===== src/core/imdu_defs.vh =====
// constants shared by the iterative multiply/divide unit
`ifndef IMDU_DEFS_VH
`define IMDU_DEFS_VH

// ----------------------------------------------------------------
// control register layout
// ----------------------------------------------------------------
`define IMDU_CTRL_W        8
`define IMDU_RUN_BIT       7
`define IMDU_MODE_BIT      0
`define IMDU_CTRL_RESET    8'h00
`define IMDU_MODE_MUL      1'b1
`define IMDU_MODE_DIV      1'b0

// ----------------------------------------------------------------
// data register widths and reset values
// ----------------------------------------------------------------
`define IMDU_HALF_W        16
`define IMDU_HALF_RESET    16'h0000

// ----------------------------------------------------------------
// iteration counts, one bit per clock
// ----------------------------------------------------------------
`define IMDU_MUL_STEPS     16
`define IMDU_DIV_STEPS     32
`define IMDU_CNT_W         6

`endif


===== src/core/imdu_step.v =====
// one iteration of the shift-and-add multiplier and restoring divider
`include "imdu_defs.vh"

module imdu_step #(
	parameter W = `IMDU_HALF_W
) (
	input  wire         mode_mul,
	input  wire [W-1:0] acc_high_in,
	input  wire [W-1:0] acc_low_in,
	input  wire [W-1:0] rem_in,
	input  wire [W-1:0] operand,
	output reg  [W-1:0] acc_high_out,
	output reg  [W-1:0] acc_low_out,
	output reg  [W-1:0] rem_out
);

	// ----------------------------------------------------------------
	// datapath
	// ----------------------------------------------------------------
	reg [W:0]   sum;
	reg [W:0]   trial;
	reg [W+1:0] diff;
	reg         fits;

	always @* begin
		sum          = {1'b0, acc_high_in} + (acc_low_in[0] ? {1'b0, operand} : {(W+1){1'b0}});
		trial        = {rem_in, acc_high_in[W-1]};
		diff         = {1'b0, trial} - {2'b00, operand};
		fits         = ~diff[W+1];
		acc_high_out = acc_high_in;
		acc_low_out  = acc_low_in;
		rem_out      = rem_in;
		if (mode_mul) begin
			// add when the low multiplier bit is one, then shift the pair right
			acc_high_out = sum[W:1];
			acc_low_out  = {sum[0], acc_low_in[W-1:1]};
			rem_out      = {W{1'b0}};
		end else begin
			// restoring subtract; quotient bit enters at the bottom
			acc_high_out = {acc_high_in[W-2:0], acc_low_in[W-1]};
			acc_low_out  = {acc_low_in[W-2:0], fits};
			rem_out      = fits ? diff[W-1:0] : trial[W-1:0];
		end
	end

endmodule


===== src/core/imdu_top.v =====
// iterative 16x16 multiplier and 32/16 divider with control and result registers
//
// Summary of operation
// - writing control with mode bit 0 and run bit 7 set starts a multiplication
// - multiplication finishes sixteen clocks after the start
// - accumulator halves hold intermediate values while multiplying; reads then are meaningless
// - finished multiplication leaves the 32-bit product across both accumulator halves
// - run bit clears itself when either operation finishes
// - every finished operation pulses the done interrupt request
// - writing control with mode bit clear and run bit set starts a division
// - division finishes thirty-two clocks after the start
// - accumulator and remainder hold intermediate values while dividing
// - finished division leaves quotient in accumulator and remainder in remainder register
// - starting a multiplication clears accumulator high; remainder stays zero in that mode
// - remainder clears whenever an operation starts
// - clearing run bit mid-operation stops it; result then undefined, restart needed
`include "imdu_defs.vh"

module imdu_top #(
	parameter W         = `IMDU_HALF_W,
	parameter MUL_STEPS = `IMDU_MUL_STEPS,
	parameter DIV_STEPS = `IMDU_DIV_STEPS
) (
	input  wire                     clock,
	input  wire                     reset_n,
	input  wire                     acc_low_we,
	input  wire                     acc_high_we,
	input  wire                     operand_we,
	input  wire                     ctrl_we,
	input  wire [W-1:0]             wr_data,
	input  wire [`IMDU_CTRL_W-1:0]  ctrl_wr_data,
	output reg  [W-1:0]             accumulator_low,
	output reg  [W-1:0]             accumulator_high,
	output reg  [W-1:0]             operand_reg,
	output reg  [W-1:0]             remainder_reg,
	output reg  [`IMDU_CTRL_W-1:0]  arith_control_reg,
	output reg                      arith_done_irq
);

	// ----------------------------------------------------------------
	// reset release
	// ----------------------------------------------------------------
	// internal reset lifts on the second rising edge after release
	reg rst_meta_q;
	reg rst_sync_q;

	always @(posedge clock or negedge reset_n) begin
		if (!reset_n) begin
			rst_meta_q <= 1'b0;
			rst_sync_q <= 1'b0;
		end else begin
			rst_meta_q <= 1'b1;
			rst_sync_q <= rst_meta_q;
		end
	end

	wire rst_n = rst_sync_q;

	// ----------------------------------------------------------------
	// state machine
	// ----------------------------------------------------------------
	localparam [1:0] ST_IDLE = 2'b01;
	localparam [1:0] ST_BUSY = 2'b10;

	localparam integer MUL_LAST_I = MUL_STEPS - 1;
	localparam integer DIV_LAST_I = DIV_STEPS - 1;

	localparam [`IMDU_CNT_W-1:0] MUL_LAST = MUL_LAST_I[`IMDU_CNT_W-1:0];
	localparam [`IMDU_CNT_W-1:0] DIV_LAST = DIV_LAST_I[`IMDU_CNT_W-1:0];
	localparam [`IMDU_CNT_W-1:0] CNT_ONE  = 6'h01;

	reg [1:0]             state_q;
	reg [1:0]             state_d;
	reg [`IMDU_CNT_W-1:0] count_q;
	reg [`IMDU_CNT_W-1:0] count_d;

	// ----------------------------------------------------------------
	// mode decode
	// ----------------------------------------------------------------
	function is_mul(input mode);
		is_mul = (mode == `IMDU_MODE_MUL);
	endfunction

	wire arith_mode_select = arith_control_reg[`IMDU_MODE_BIT];
	wire wr_run            = ctrl_wr_data[`IMDU_RUN_BIT];
	wire wr_mode           = ctrl_wr_data[`IMDU_MODE_BIT];

	wire start     = ctrl_we & wr_run;
	wire stop_req  = ctrl_we & ~wr_run;
	wire busy      = state_q[1];
	wire last_step = busy & (count_q == (is_mul(arith_mode_select) ? MUL_LAST : DIV_LAST));

	// ----------------------------------------------------------------
	// one arithmetic step
	// ----------------------------------------------------------------
	wire [W-1:0] step_high;
	wire [W-1:0] step_low;
	wire [W-1:0] step_rem;

	// operand and mode must hold while busy, the step reads them every clock
	imdu_step #(
		.W            (W)
	) u_step (
		.mode_mul     (arith_mode_select),
		.acc_high_in  (accumulator_high),
		.acc_low_in   (accumulator_low),
		.rem_in       (remainder_reg),
		.operand      (operand_reg),
		.acc_high_out (step_high),
		.acc_low_out  (step_low),
		.rem_out      (step_rem)
	);

	// ----------------------------------------------------------------
	// sequencing
	// ----------------------------------------------------------------
	always @* begin
		state_d = state_q;
		count_d = count_q;
		case (state_q)
			ST_IDLE: begin
				if (start) begin
					state_d = ST_BUSY;
					count_d = {`IMDU_CNT_W{1'b0}};
				end
			end
			ST_BUSY: begin
				if (last_step) begin
					// finishing beats a clear in the same cycle
					state_d = ST_IDLE;
				end else if (start) begin
					// a fresh start while busy restarts the count
					state_d = ST_BUSY;
					count_d = {`IMDU_CNT_W{1'b0}};
				end else if (stop_req) begin
					state_d = ST_IDLE;
				end else begin
					count_d = count_q + CNT_ONE;
				end
			end
			default: begin
				state_d = ST_IDLE;
				count_d = {`IMDU_CNT_W{1'b0}};
			end
		endcase
	end

	always @(posedge clock or negedge rst_n) begin
		if (!rst_n) begin
			state_q <= ST_IDLE;
			count_q <= {`IMDU_CNT_W{1'b0}};
		end else begin
			state_q <= state_d;
			count_q <= count_d;
		end
	end

	// ----------------------------------------------------------------
	// control register and done request
	// ----------------------------------------------------------------
	always @(posedge clock or negedge rst_n) begin
		if (!rst_n) begin
			arith_control_reg <= `IMDU_CTRL_RESET;
			arith_done_irq    <= 1'b0;
		end else begin
			arith_done_irq <= last_step;
			// any control write in the finishing cycle is dropped
			if (last_step) begin
				arith_control_reg[`IMDU_RUN_BIT] <= 1'b0;
			end else if (ctrl_we) begin
				arith_control_reg <= {wr_run, {(`IMDU_CTRL_W-2){1'b0}}, wr_mode};
			end
		end
	end

	// ----------------------------------------------------------------
	// data registers
	// ----------------------------------------------------------------
	always @(posedge clock or negedge rst_n) begin
		if (!rst_n) begin
			operand_reg <= `IMDU_HALF_RESET;
		end else if (operand_we) begin
			operand_reg <= wr_data;
		end
	end

	always @(posedge clock or negedge rst_n) begin
		if (!rst_n) begin
			accumulator_low  <= `IMDU_HALF_RESET;
			accumulator_high <= `IMDU_HALF_RESET;
			remainder_reg    <= `IMDU_HALF_RESET;
		end else if (start && !last_step) begin
			// accumulator high keeps a same-cycle write only for division
			remainder_reg <= `IMDU_HALF_RESET;
			if (is_mul(wr_mode)) begin
				accumulator_high <= `IMDU_HALF_RESET;
			end
			if (acc_low_we) begin
				accumulator_low <= wr_data;
			end
			if (acc_high_we && !is_mul(wr_mode)) begin
				accumulator_high <= wr_data;
			end
		end else if (busy) begin
			// intermediate values live in the result registers
			accumulator_low  <= acc_low_we ? wr_data : step_low;
			accumulator_high <= acc_high_we ? wr_data : step_high;
			remainder_reg    <= step_rem;
		end else begin
			if (acc_low_we) begin
				accumulator_low <= wr_data;
			end
			if (acc_high_we) begin
				accumulator_high <= wr_data;
			end
		end
	end

endmodule


===== config.mk =====
export PLATFORM = sky130hd
export DESIGN_NAME = imdu_top
export DESIGN_NICKNAME = d
export VERILOG_FILES = /design/src/core/imdu_step.v /design/src/core/imdu_top.v
export VERILOG_INCLUDE_DIRS = /design/src /design/src/core
export SDC_FILE = /design/constraint.sdc
export NUM_CORES = 1
export LEC_CHECK = 0
export BUFFER_PORTS_ARGS = -buffer_cell sky130_fd_sc_hd__clkbuf_2
export CAP_MARGIN = 20
export CORE_MARGIN = 5
export CORE_UTILIZATION = 52
export DETAILED_ROUTE_END_ITERATION = 16
export PLACE_DENSITY = 0.75
export SLEW_MARGIN = 0
export SYNTH_ARGS = -nofsm -noshare
export SYNTH_HDL_FRONTEND = slang
export SYNTH_SLANG_ARGS = --single-unit
export TNS_END_PERCENT = 100

===== constraint.sdc =====
create_clock -name clock -period 2.4 [get_ports clock]
set_input_delay 0.12 -clock clock [delete_from_list [all_inputs] [get_ports clock]]
set_output_delay 0.12 -clock clock [all_outputs]
set_load 0.05 [all_outputs]

==> run summary, run 1 <==
The number of antenna diodes in the final layout is 0. Dividing the final minimum period by the clock period gives 102%. The synthesized flop and latch total works out to 77. The proportion of synthesized flip-flops having asynchronous set or reset was 100%. After synthesis, the netlist uses 80 different library cells. The worst-case setup slack after placement was -0.124 ns; the core occupancy in the finished layout was 67.2%.

The worst path in the final design needs a cycle of 2.45 ns, including I/O delays and setup. The critical path's largest stage delay was 0.45 ns. CTS built an H-tree with a depth of 3.

VDD sags by at most 570 uV. The number of failing hold endpoints at the final stage was 0. Synthesis handed over a netlist of 663 instances. Of the total synthesized cell area, the portion taken by AND, OR, NAND and NOR gates is 18.0%. The tools report the number of placed I/O pins as 103. The type of the most critical hold path was in -> reg. The total vias in the final route came out at 5,765. The initial antenna violation count is 0. The number of setup violations in the final report is 5. Master of the slowest instance on the critical path: sky130_fd_sc_hd__dfrtp_2. The HPWL after detailed placement is 13.0 mm. The power density of the placed cells is 830 nW/um^2. The worst hold slack across all endpoints is 0.0276 ns. The first TritonRoute pass finished after 5 iterations. At the end of routability-driven placement, the weighted congestion stood at 0.982. The headroom to the max-slew limit is 62.9%, and the highest fanout seen on the critical path is 7. For this configuration, the core starts out at a cell density of 53.0%. The slew at the pin closest to its max-slew limit is 0.556 ns, and the clock-pin slew on the worst setup and hold paths is 0.09 ns. Setup repair after global routing could not meet its margin everywhere.

The die is 115 microns wide. The fmax is 408 MHz, and the final setup slack of the worst path is -0.0485 ns. The floorplan row count is 38, and the largest net degree at the start of global routing is 62. The die covers 13,200 sq um. TritonCTS built the clock tree. The most numerous cell on the critical path was sky130_fd_sc_hd__buf_4. The net count of the finished layout is 866.

The adder-cell share of the synthesized area works out to 8.35%. Data arrives at the worst endpoint at 2.75 ns. Once layout is complete, the cells apart from fillers number 944.

The total of buffers placed on input and output ports was 90. The routed design has 18.4 mm of wire. The combinational family with the most area after synthesis was compound AO/OA/AOI/OAI gates.

The checks that failed: setup timing. Max-cap violations in this run came to 0. The floorplan step set the die height to 115 microns. The maximum count of clock buffers along a single path came out at 2. The complex-gate fraction of the synthesized area works out to 27.3%. Of the cells placed in the final design, the portion with a size suffix greater than 1 is 30.8%. The flow ran to the end, but the final reports show violations.

Type of the worst setup path: reg -> reg. The global-route wire length before repair was 28.3 mm. In this run the static leakage power is 3.34 nW.

For the design area, the log shows 7250 sq um. A synthesized cell averages 8.63 sq um. TritonCTS created 9 clock buffers.

For the required time of the worst setup path, the log shows 2.70 ns. The tools report the type of element launching the critical path as a register. The worst-case clock skew is 0.0114 ns. Dominant synthesized flop cell: sky130_fd_sc_hd__dfrtp_1.

The via count of the first global-routing pass is 5,479, and the standard cell area after detailed placement is 6600 sq um. The count of placed standard cells including taps was 910; the portion of the post-synthesis area used by sequential elements was 33.7%. The signal on the critical path passes through buf_12, and2_4, ha_4, buf_4, o21ai_1, o21ai_2, a2111oi_4, buf_4, or3_4, a31oi_1, o2bb2ai_1. The proportion of synthesized area in mux cells was 4.13%; the count of unresolved DRC violations after routing was 0. Using the TritonRoute via totals, the vias-per-cell ratio works out to 6.11. The worst setup path is captured at a register. Share of the synthesized netlist area taken by xor and xnor gates: 3.04%.

Global routing consumed, over all layers together, 26.8% of the routing resources. The wire length per cell was 19.5 microns; the DRC violation total after the first TritonRoute iteration was 475. The floorplan step defined a core boundary enclosing 10,800 sq um. From synthesis to final layout, the design area changed by 26.7%.

The clock insertion delay at the later pin of the skew report is 0.38 ns, and the count of nets left with antenna violations after detail routing is 0. The cell sitting at the root of the clock tree is a sky130_fd_sc_hd__clkbuf_8. The number of warnings reported in the yosys synthesis log was 0; the number of filler cells placed in the layout was 868. The tools report the number of slew-limit violations in the final report as 0. After synthesis the cells add up to 5720 sq um. Clock tree synthesis found a total of 77 sinks.

The synthesized design contains 0 enable-type register cells. The run gives 0 as the leftover overflow at the end of global routing.
==> power by group <==
part	switching [mW]	internal [mW]
logic	2.02	1.18
clock network	0.526	0.537
registers	0.258	1.49
total	2.81	3.21
==> logic make-up (layout without fill, tap and decap cells) <==
logic type,count (synthesis),in the layout
buf+inv,68,203
mux,23,23
simple gates,211,211
fa+ha+maj,37,37
compound gates,226,227
flops,77,77
other cells,2,7
xor+xnor,19,19
==> metrics by stage <==
| step | power (mW) | TNS, ns |
|---|---|---|
| finish | 6.02 | -0.122 |
| global route | 6.35 | -1.38 |
| CTS | 5.78 | -0.252 |
| detailed placement | 4.61 | -0.628 |
| global placement | 4.53 | -0.151 |
| floorplan | 3.81 | -1.35 |
==> layout make-up <==
cell class,count,area (sq um),area share (%)
clock buffers,11,151,2.09
clock inverters,5,58.8,0.811
inverters,33,124,1.71
multi-input cells,524,3840,52.9
flip-flops and latches,77,1930,26.7
well taps,140,175,2.42
repair buffers,154,970,13.4
==> Yosys cell counts, drive strengths merged (5+ instances only) <==
master / n / area share, %
dfrtp: 76 / 33
nand2: 72 / 4.7
o21ai: 68 / 6.1
nor2: 50 / 3.3
a21oi: 48 / 4.3
ha: 35 / 7.7
inv: 33 / 2.2
and2: 23 / 2.5
clkbuf: 20 / 1.3
mux2i: 18 / 3.1
buf: 15 / 1.9
a211oi: 13 / 2.0
a21o: 13 / 1.7
a31oi: 12 / 1.7
nand4: 12 / 1.3
nor3: 11 / 1.0
xnor2: 11 / 1.7
nand3: 10 / 1.1
o211ai: 9 / 1.2
nand2b: 8 / 0.87
o31ai: 8 / 1.0
xor2: 8 / 1.4
or3: 7 / 0.81
and3: 6 / 0.68
o311ai: 6 / 0.92
a2111oi: 5 / 1.7
a221oi: 5 / 0.77
mux2: 5 / 0.98
==> cell usage in the layout (no fill, tap or decap), drive strengths merged, types with 8 or more instances in the layout <==
master    n
ha       35
a21o     13
nand4    12
nor3     11
xor2      8
o31ai     8
mux2i    18
nand2b    8
buf      63
o21ai    68
a211oi   13
a21oi    48
nand2    72
dfrtp    76
and2     23
nor2     50
nand3    10
xnor2    11
o211ai    9
clkbuf  101
a31oi    12
inv      33
==> critical path: cells and delay by family (launching register included) <==
family | cells | cell delay (ns)
buf+inv | 3 | 0.44
compound gates | 5 | 0.72
simple gates | 2 | 0.51
fa+ha+maj | 1 | 0.26
flops | 1 | 0.45
==> what timing repair did <==
action,in CTS,in global routing
setup buffers,6,11
pin swaps,9,24
cloned,0,1
hold buffers,1,0
hold endpoints to repair,2,0
setup endpoints to repair,20,27
gates resized for setup,15,44
==> path summary, 6_finish.rpt <==
check | startpoint | endpoint | slack, ns | cells after the start
worst max-delay path | accumulator_low[0] | accumulator_high[11] | -0.05 | 11
worst max register to register | accumulator_low[0] | accumulator_high[11] | -0.05 | 11
min in group asynchronous | reset_n | rst_meta_q | 0.06 | 2
worst min register to register | rst_n | accumulator_low[13] | 0.18 | 0
max in group asynchronous | rst_n | accumulator_high[15] | 1.54 | 1
worst min-delay path | wr_data[2] | accumulator_low[2] | 0.03 | 3
==> per-layer routing <==
layer	GRT usage, %	vias to the layer above	routed length (microns)
li1	-	2682	-
met1	35.6	2784	7540
met2	43.9	252	9000
met3	3.89	47	1170
met4	11.5	0	684
met5	0	-	0
Power figures use the tool's default switching activity.
==> run 2: changes to the inputs <==
--- a/config.mk
+++ b/config.mk
@@ -12,6 +12,7 @@
 export CORE_UTILIZATION = 52
 export DETAILED_ROUTE_END_ITERATION = 16
 export PLACE_DENSITY = 0.75
+export RECOVER_POWER = 50
 export SLEW_MARGIN = 0
 export SYNTH_ARGS = -nofsm -noshare
 export SYNTH_HDL_FRONTEND = slang
==> run 2 against run 1 <==
  * The flow still finishes with violations (setup timing)
  * Maximum frequency is essentially flat
  * Sequential power about the same
  * Clock skew grew 0.0010 ns
  * Worst hold slack better by 0.0029 ns
  * Combinational power about the same
  * Wire length is 0.13% higher
  * Via count rose by 1.2%
  * Total power fell by 0.12%
  * First-iteration DRC count decreased by 0.84%
  * Final area decreased by 0.41%
  * Worst setup slack worse by 0.00060 ns
  * Global-route usage unchanged
==> run summary, run 2 (synthesis results as in run 1) <==
The number of cells on the worst reg-to-reg path was 11 (unchanged); the count of nets left with antenna violations after detail routing was 0 (unchanged). The floorplan die area was 13,200 sq um (unchanged); the number of nets in the finished design was 866 (unchanged). The chip width is 115 microns (unchanged), and the number of buffers created by CTS is 9 (unchanged). The number of iterations in the first detailed-routing pass came out at 5 (unchanged).

The wire length per cell was 19.5 microns (+0.13%); the worst-case clock skew was 0.0124 ns (+0.00100 ns). The height of the chip came out at 115 microns (unchanged). The worst vdd rail ir drop came out at 571 uV (+0.13%).

Leaving out fill and tap cells, the most frequent cell in the layout is sky130_fd_sc_hd__clkbuf_2. Headroom to the max-slew limit: 41.9% (-21 points). Final HPWL from detailed placement: 13.0 mm (unchanged).

The type of destination of the critical path is a register. The tools report the number of failing hold endpoints at the final stage as 0 (unchanged). The total vias in the final route came out at 5,836 (+1.2%). In this run the clock root is driven by a sky130_fd_sc_hd__clkbuf_8. The logs give 26.8% (unchanged) for the global router's overall resource usage and 2 (unchanged) for the maximum count of clock buffers along a single path. The top cell types in the final layout, fill and taps aside, are 80 x sky130_fd_sc_hd__clkbuf_2, 72 x sky130_fd_sc_hd__dfrtp_1, 71 x sky130_fd_sc_hd__nand2_1. TritonCTS built the clock tree. The worst hold slack across all endpoints was 0.0305 ns (+0.00294 ns). The most critical setup path has its endpoint at accumulator_high[11]. Number of max-capacitance violations reported: 0 (unchanged). The tools report the largest net degree at the start of global routing as 62 (unchanged). For the standard cell area after detailed placement, the log shows 6600 sq um (unchanged). The count of placed standard cells including taps was 910 (unchanged); the antenna diode instance count was 0 (unchanged).

Required time of the worst setup path: 2.70 ns (about the same). The initial antenna violation count is 0 (unchanged), and the share of layout cells above drive strength 1 is 29.4% (-1.5 points). The run gives 0 (unchanged) as the count of unresolved DRC violations after routing.

The global-route wire length before repair was 28.3 mm (unchanged); the endpoint arrival time on the critical path was 2.75 ns (about the same). The number of placed I/O pins came out at 103 (unchanged). The highest fanout seen on the critical path is 7 (unchanged). For the aggregate routed wire length, the log shows 18.4 mm (+0.13%). The tools report the floorplan row count as 38 (unchanged).

Setup repair after global routing could not meet its margin everywhere. Number of setup violations in the final report: 4 (-1). The worst flop-to-flop path startpoint was accumulator_low[0]. The tools report the leftover overflow at the end of global routing as 0 (unchanged). STA classifies the critical path startpoint as a register.

The tools report the slack of the worst reg-to-reg path as -0.05 ns (about the same). The fmax came out at 408 MHz (about the same). The global routing stage identified its most utilized layer as met2. The type of the most critical hold path is in -> reg. The run gives 7220 sq um (-0.41%) as the design area.

The number of H-tree levels came out at 3 (unchanged). For the global-route track usage on met3, the log shows 3.89% (unchanged). Reg-to-reg endpoint: accumulator_high[11]. The area of the placeable core was 10,800 sq um (unchanged); the slew at the pin closest to its max-slew limit was 0.872 ns (+0.316 ns). The met2 layer usage reported by global route was 43.9% (unchanged); the global-route met1 utilization was 35.6% (unchanged). The final standard cell count with taps included and fillers excluded was 944 (unchanged). The tools report the DRC violation total after the first TritonRoute iteration as 471 (-0.84%).

The area growth from synthesis to layout was 26.1%; the number of slew-limit violations in the final report was 0 (unchanged). The share of the clock period used by the worst path after layout is 102% (about the same), and the final setup slack of the worst path is -0.0491 ns (-0.000605 ns). The run finished, with violations left. For the weighted congestion reported at the end of routability-driven placement, the log shows 0.982 (unchanged).

The initial core utilization is 53.0% (unchanged), and the clock-pin slew on the worst setup and hold paths is 0.08 ns (about the same). The start point of the critical path was accumulator_low[0]. The power density of the placed cells is 832 nW/um^2 (+0.30%), and the number of clock sinks is 77 (unchanged). The via count of the first global-routing pass was 5,479 (unchanged); the total of buffers placed on input and output ports was 90 (unchanged).

The worst setup path is of the reg -> reg kind. The final reports fail on setup timing. The clock insertion delay at the later pin of the skew report was 0.38 ns (about the same); the shortest period the worst path allows was 2.45 ns (+0.000605 ns). The average vias per placed instance is 6.18 (+1.2%). The static leakage came out at 3.30 nW (-1.2%).
run 2: cell count changes in the layout (fill, tap and decap cells not counted), sizes merged:
cell,previous run,this run
clkbuf,101,103
buf,63,61
run 2: through the flow:
| step | utilization, % | TNS (ns) | total power, mW | setup slack, ns |
|---|---|---|---|---|
| 6_report | 66.9 | -0.128 | 6.01 | -0.0491 |
| 5_1_grt | 66.9 | -1.36 | 6.34 | -0.148 |
| 4_1_cts | 64.4 | -0.252 | 5.78 | -0.100 |
| 3_5_place_dp | 61.1 | -0.628 | 4.61 | -0.124 |
| 3_3_place_gp | 61.1 | -0.151 | 4.53 | -0.0785 |
| 2_1_floorplan | - | -1.35 | 3.81 | -0.212 |
run 2: worst min-delay path by stage:
stage / startpoint / endpoint / slack, ns / cells past startpoint
2_1_floorplan: reset_n / rst_meta_q / -0.18 / 0
3_3_place_gp: reset_n / rst_meta_q / -0.1 / 1
3_5_place_dp: reset_n / rst_meta_q / -0.09 / 1
4_1_cts: wr_data[2] / accumulator_low[2] / 0.02 / 3
5_1_grt: wr_data[2] / accumulator_low[2] / 0.03 / 3
6_report: wr_data[2] / accumulator_low[2] / 0.03 / 3
run 2: critical path, cell delays in order, from the launching register on:
cell,delay [ns]
sky130_fd_sc_hd__dfrtp_2,0.45
sky130_fd_sc_hd__buf_12,0.15
sky130_fd_sc_hd__and2_4,0.14
sky130_fd_sc_hd__ha_4,0.26
sky130_fd_sc_hd__buf_4,0.13
sky130_fd_sc_hd__o21ai_1,0.12
sky130_fd_sc_hd__o21ai_2,0.20
sky130_fd_sc_hd__a2111oi_4,0.09
sky130_fd_sc_hd__buf_4,0.16
sky130_fd_sc_hd__or3_4,0.37
sky130_fd_sc_hd__a31oi_1,0.18
sky130_fd_sc_hd__o2bb2ai_1,0.13
run 2: area by class of cell:
cell class / instances / area (sq um)
clock buffer: 11 / 151
clock inverter: 5 / 58.8
fill: 878 / 3570
inverter: 33 / 124
multi-input combinational: 524 / 3840
sequential: 77 / 1930
tap: 140 / 175
timing repair buffer: 154 / 941
run 2: repair_timing:
item                       CTS  global route
hold buffers                 1             0
hold endpoints to repair     2             0
buffers inserted             6            11
cloned                       0             1
pin swaps                    9            24
gates resized for setup     15            44
setup endpoints to repair   20            27
run 2: per-layer routing:
layer  vias up  share of wire, %
li1       2687                 -
met1      2849                41
met2       246                49
met3        54               5.9
met4         0               3.9
met5         -                 0
run 2: where the power goes:
group / total [mW] / switching, mW / internal (mW)
Clock: 1.06 / 0.523 / 0.537
Combinational: 3.20 / 2.03 / 1.17
Sequential: 1.75 / 0.258 / 1.49
==> run 3: changes to the inputs <==
==> constraint.sdc (replaced) <==
create_clock -name clock -period 2.4 [get_ports clock]
set_input_delay 0.24 -clock clock [delete_from_list [all_inputs] [get_ports clock]]
set_output_delay 0.24 -clock clock [all_outputs]
set_load 0.05 [all_outputs]
==> run 3 against run 2 <==
  * The run still ends with setup timing left
  * First-iteration DRC count fell by 15%
  * Sequential power barely moved
  * Sequential cell count did not move
  * Cell count rose by 0.11%
  * Critical endpoint is now accumulator_high[10]
  * Largest cell class unchanged
==> run summary, run 3 (synthesis results as in run 1) <==
The total vias in the final route is 5,829 (-0.12%), and the number of cells on the worst reg-to-reg path is 9 (-2). The critical path is of the reg -> reg type. Floorplan row count: 38 (unchanged). The sink of the worst hold path was accumulator_low[2]. Among all stages on the critical path, the largest delay is contributed by sky130_fd_sc_hd__or3b_4. Height of the chip: 115 microns (unchanged). The final setup slack of the worst path came out at -0.177 ns (-0.127 ns).

The aggregate routed wire length was 18.1 mm (-1.6%). Maximum count of clock buffers along a single path: 2 (unchanged). Internal power consumption: 3.45 mW (+7.8%).

The tree is rooted in a sky130_fd_sc_hd__clkbuf_8. The run gives 0 (unchanged) as the initial antenna violation count. Walking the worst path, the cells encountered are buf_4, and2_4, ha_4, nand4_1, or3b_4, a41oi_4, nor2_2, xnor2_1, a221o_1.

The logs give 2.66 ns (-0.04 ns) for the required time of the worst setup path and 9 (unchanged) for the number of buffers created by CTS. The highest fanout seen on the critical path is 5 (-2). The number of iterations in the first detailed-routing pass was 7 (+2). Setup repair after global routing could not meet its margin everywhere. The number of setup violations in the final report was 9 (+5).

The worst vdd rail ir drop was 441 uV (-23%); the core occupancy in the finished layout was 66.5% (-0.38 points). The tools report the worst hold slack across all endpoints as 0.151 ns (+0.120 ns). The fmax came out at 388 MHz (-4.9%). The clock-pin slew on the worst setup and hold paths is 0.09 ns (about the same), and the static leakage is 3.32 nW (+0.78%).

Count of unresolved DRC violations after routing: 0 (unchanged). The count of nets left with antenna violations after detail routing was 0 (unchanged). The switching fraction of total power was 44.5% (-2.2 points).

The endpoint arrival time on the critical path was 2.84 ns (+0.09 ns); the number of placed I/O pins was 103 (unchanged). The run gives 0 (unchanged) as the number of slew-limit violations in the final report. The type of element launching the critical path was a register. For the fraction of power consumed by combinational cells, the log shows 50.0% (-3.2 points). The design area is 7180 sq um (-0.57%). The final HPWL from detailed placement was 13.0 mm (+0.63%).

The top cell types in the final layout, fill and taps aside, are 80 x sky130_fd_sc_hd__clkbuf_2, 72 x sky130_fd_sc_hd__nand2_1, 72 x sky130_fd_sc_hd__dfrtp_1. The checks that failed: setup timing. The critical path's largest stage delay was 0.46 ns (about the same).

The run gives 77 (unchanged) as the number of clock sinks. The part of the total power dissipated in the clock network is 22.0% (+4.4 points), and the total of buffers placed on input and output ports is 90 (unchanged). The number of stages on the worst hold path came out at 3 (unchanged).

The share of the clock period used by the worst path after layout came out at 107% (+5.3 points). The via count of the first global-routing pass was 5,576 (+1.8%). The worst-case clock skew was 0.00737 ns (-0.00500 ns).

The power density of the placed cells was 866 nW/um^2 (+4.1%). The chip width works out to 115 microns (unchanged). In this run the worst hold path is classified as in -> reg. The standard cell area after detailed placement came out at 6620 sq um (+0.34%).

The area growth from synthesis to layout was 25.4%; the wire length per cell was 19.2 microns (-1.7%). The average vias per placed instance was 6.17 (-0.23%). In this run the critical register-to-register path is captured at accumulator_high[10]. The tools report the number of filler cells placed in the layout as 862 (-1.8%). The weighted congestion reported at the end of routability-driven placement is 0.949 (-3.4%). The tools report the clock insertion delay at the later pin of the skew report as 0.38 ns (about the same). The tools report the multi-input combinational cell area as 3730 sq um (-2.9%). The area of the placeable core was 10,800 sq um (unchanged).

The floorplan die area came out at 13,200 sq um (unchanged). The flow ran to the end, but the final reports show violations. Worst flop-to-flop path startpoint: accumulator_low[0]. For the antenna diode instance count, the log shows 0 (unchanged). The tools report the power spent charging and discharging nets as 2.77 mW (-1.4%). Shortest period the worst path allows: 2.58 ns (+0.127 ns). The register cell area after layout was 1930 sq um (unchanged). The leftover overflow at the end of global routing was 0 (unchanged). The number of nets in the finished design came out at 867 (+0.12%). For the global router's overall resource usage, the log shows 26.7% (-0.19 points).

For the largest net degree at the start of global routing, the log shows 62 (unchanged). The worst setup path is captured at a register. The number of failing hold endpoints at the final stage was 0 (unchanged); the headroom to the max-slew limit was 41.7% (-0.21 points). Number of max-capacitance violations reported: 0 (unchanged). The part of the total power dissipated in sequential elements is 28.0% (-1.2 points), and the initial core utilization is 53.0% (unchanged). The slew at the pin closest to its max-slew limit was 0.875 ns (+0.00320 ns). The slack of the worst reg-to-reg path was -0.18 ns (-0.13 ns); the share of layout cells above drive strength 1 was 27.7% (-1.7 points).

The number of H-tree levels came out at 3 (unchanged). The run gives 27.9 mm (-1.1%) as the global-route wire length before repair. TritonCTS built the clock tree.

The library cell used most frequently in the layout, excluding fill and tap cells, is sky130_fd_sc_hd__clkbuf_2. The worst hold path begins at wr_data[2]. The run gives 402 (-15%) as the DRC violation total after the first TritonRoute iteration. The run gives -0.997 ns (-0.870 ns) as the total negative setup slack.
[run 3: cell types whose count changed in the layout (fill, tap and decap cells not counted), moves of 2 or more]
| cell | change |
|---|---|
| sky130_fd_sc_hd__a211oi_2 | -2 |
| sky130_fd_sc_hd__bufinv_16 | +3 |
| sky130_fd_sc_hd__a211oi_1 | +2 |
| sky130_fd_sc_hd__ha_4 | -3 |
| sky130_fd_sc_hd__ha_1 | +3 |
| sky130_fd_sc_hd__and2_1 | +2 |
| sky130_fd_sc_hd__buf_6 | +2 |
| sky130_fd_sc_hd__and2_4 | -2 |
| sky130_fd_sc_hd__clkinvlp_4 | -2 |
| sky130_fd_sc_hd__o21ai_1 | +2 |
[run 3: timing repair]
item / 4_1_cts / 5_1_grt
hold buffers: 1 / 0
cloned: 0 / 1
resized for setup: 12 / 35
pin swaps: 2 / 28
setup buffers: 1 / 14
setup endpoints to repair: 20 / 29
endpoints found under the hold margin: 2 / 0
[run 3: layer usage]
layer	routed length (microns)	global-route usage, %	vias up
met5	0	0	-
li1	-	-	2688
met2	8600	44.6	270
met4	663	11.3	0
met1	7570	34.2	2811
met3	1290	4.26	60
[run 3: layout make-up]
class	instances	area share [%]
clock buffers	10	1.92
clock inverters	6	1.87
inverters	33	1.73
multi-input cells	523	51.9
flip-flops and latches	77	26.9
well taps	140	2.44
repair buffers	156	13.2
[run 3: worst max path at each step]
stage / depth (start not counted) / to / slack [ns] / startpoint
after global routing: 9 / accumulator_high[11] / -0.28 / accumulator_low[0]
after CTS: 9 / accumulator_high[11] / -0.08 / accumulator_low[0]
after floorplan: 10 / accumulator_high[11] / -0.21 / accumulator_low[0]
after detailed placement: 9 / accumulator_high[11] / -0.09 / accumulator_low[0]
after global placement: 9 / accumulator_high[11] / -0.08 / accumulator_low[0]
final: 9 / accumulator_high[10] / -0.18 / accumulator_low[0]
[run 3: power groups by stage]
stage | clock network (mW) | logic [mW] | registers, mW
after floorplan | 0 | 1.51 | 2.30
after global placement | 0 | 2.81 | 1.74
after detailed placement | 0 | 2.88 | 1.76
after CTS | 1.37 | 2.92 | 1.73
after global routing | 1.43 | 3.34 | 1.77
final | 1.37 | 3.11 | 1.74
[run 3: worst max-delay path, delay by kind of cell (launching register included)]
kind            cells  cell delay [ns]
fa+ha+maj           1             0.28
flops               1             0.45
compound gates      2             0.62
xor+xnor            1             0.12
buf+inv             1             0.16
simple gates        4             0.83
[run 3: metrics by stage]
stage	power, mW	instances	worst slack [ns]
floorplan	3.81	668	-0.212
global placement	4.56	913	-0.0757
detailed placement	4.64	913	-0.0850
CTS	6.03	931	-0.0770
global route	6.54	945	-0.277
finish	6.22	945	-0.177
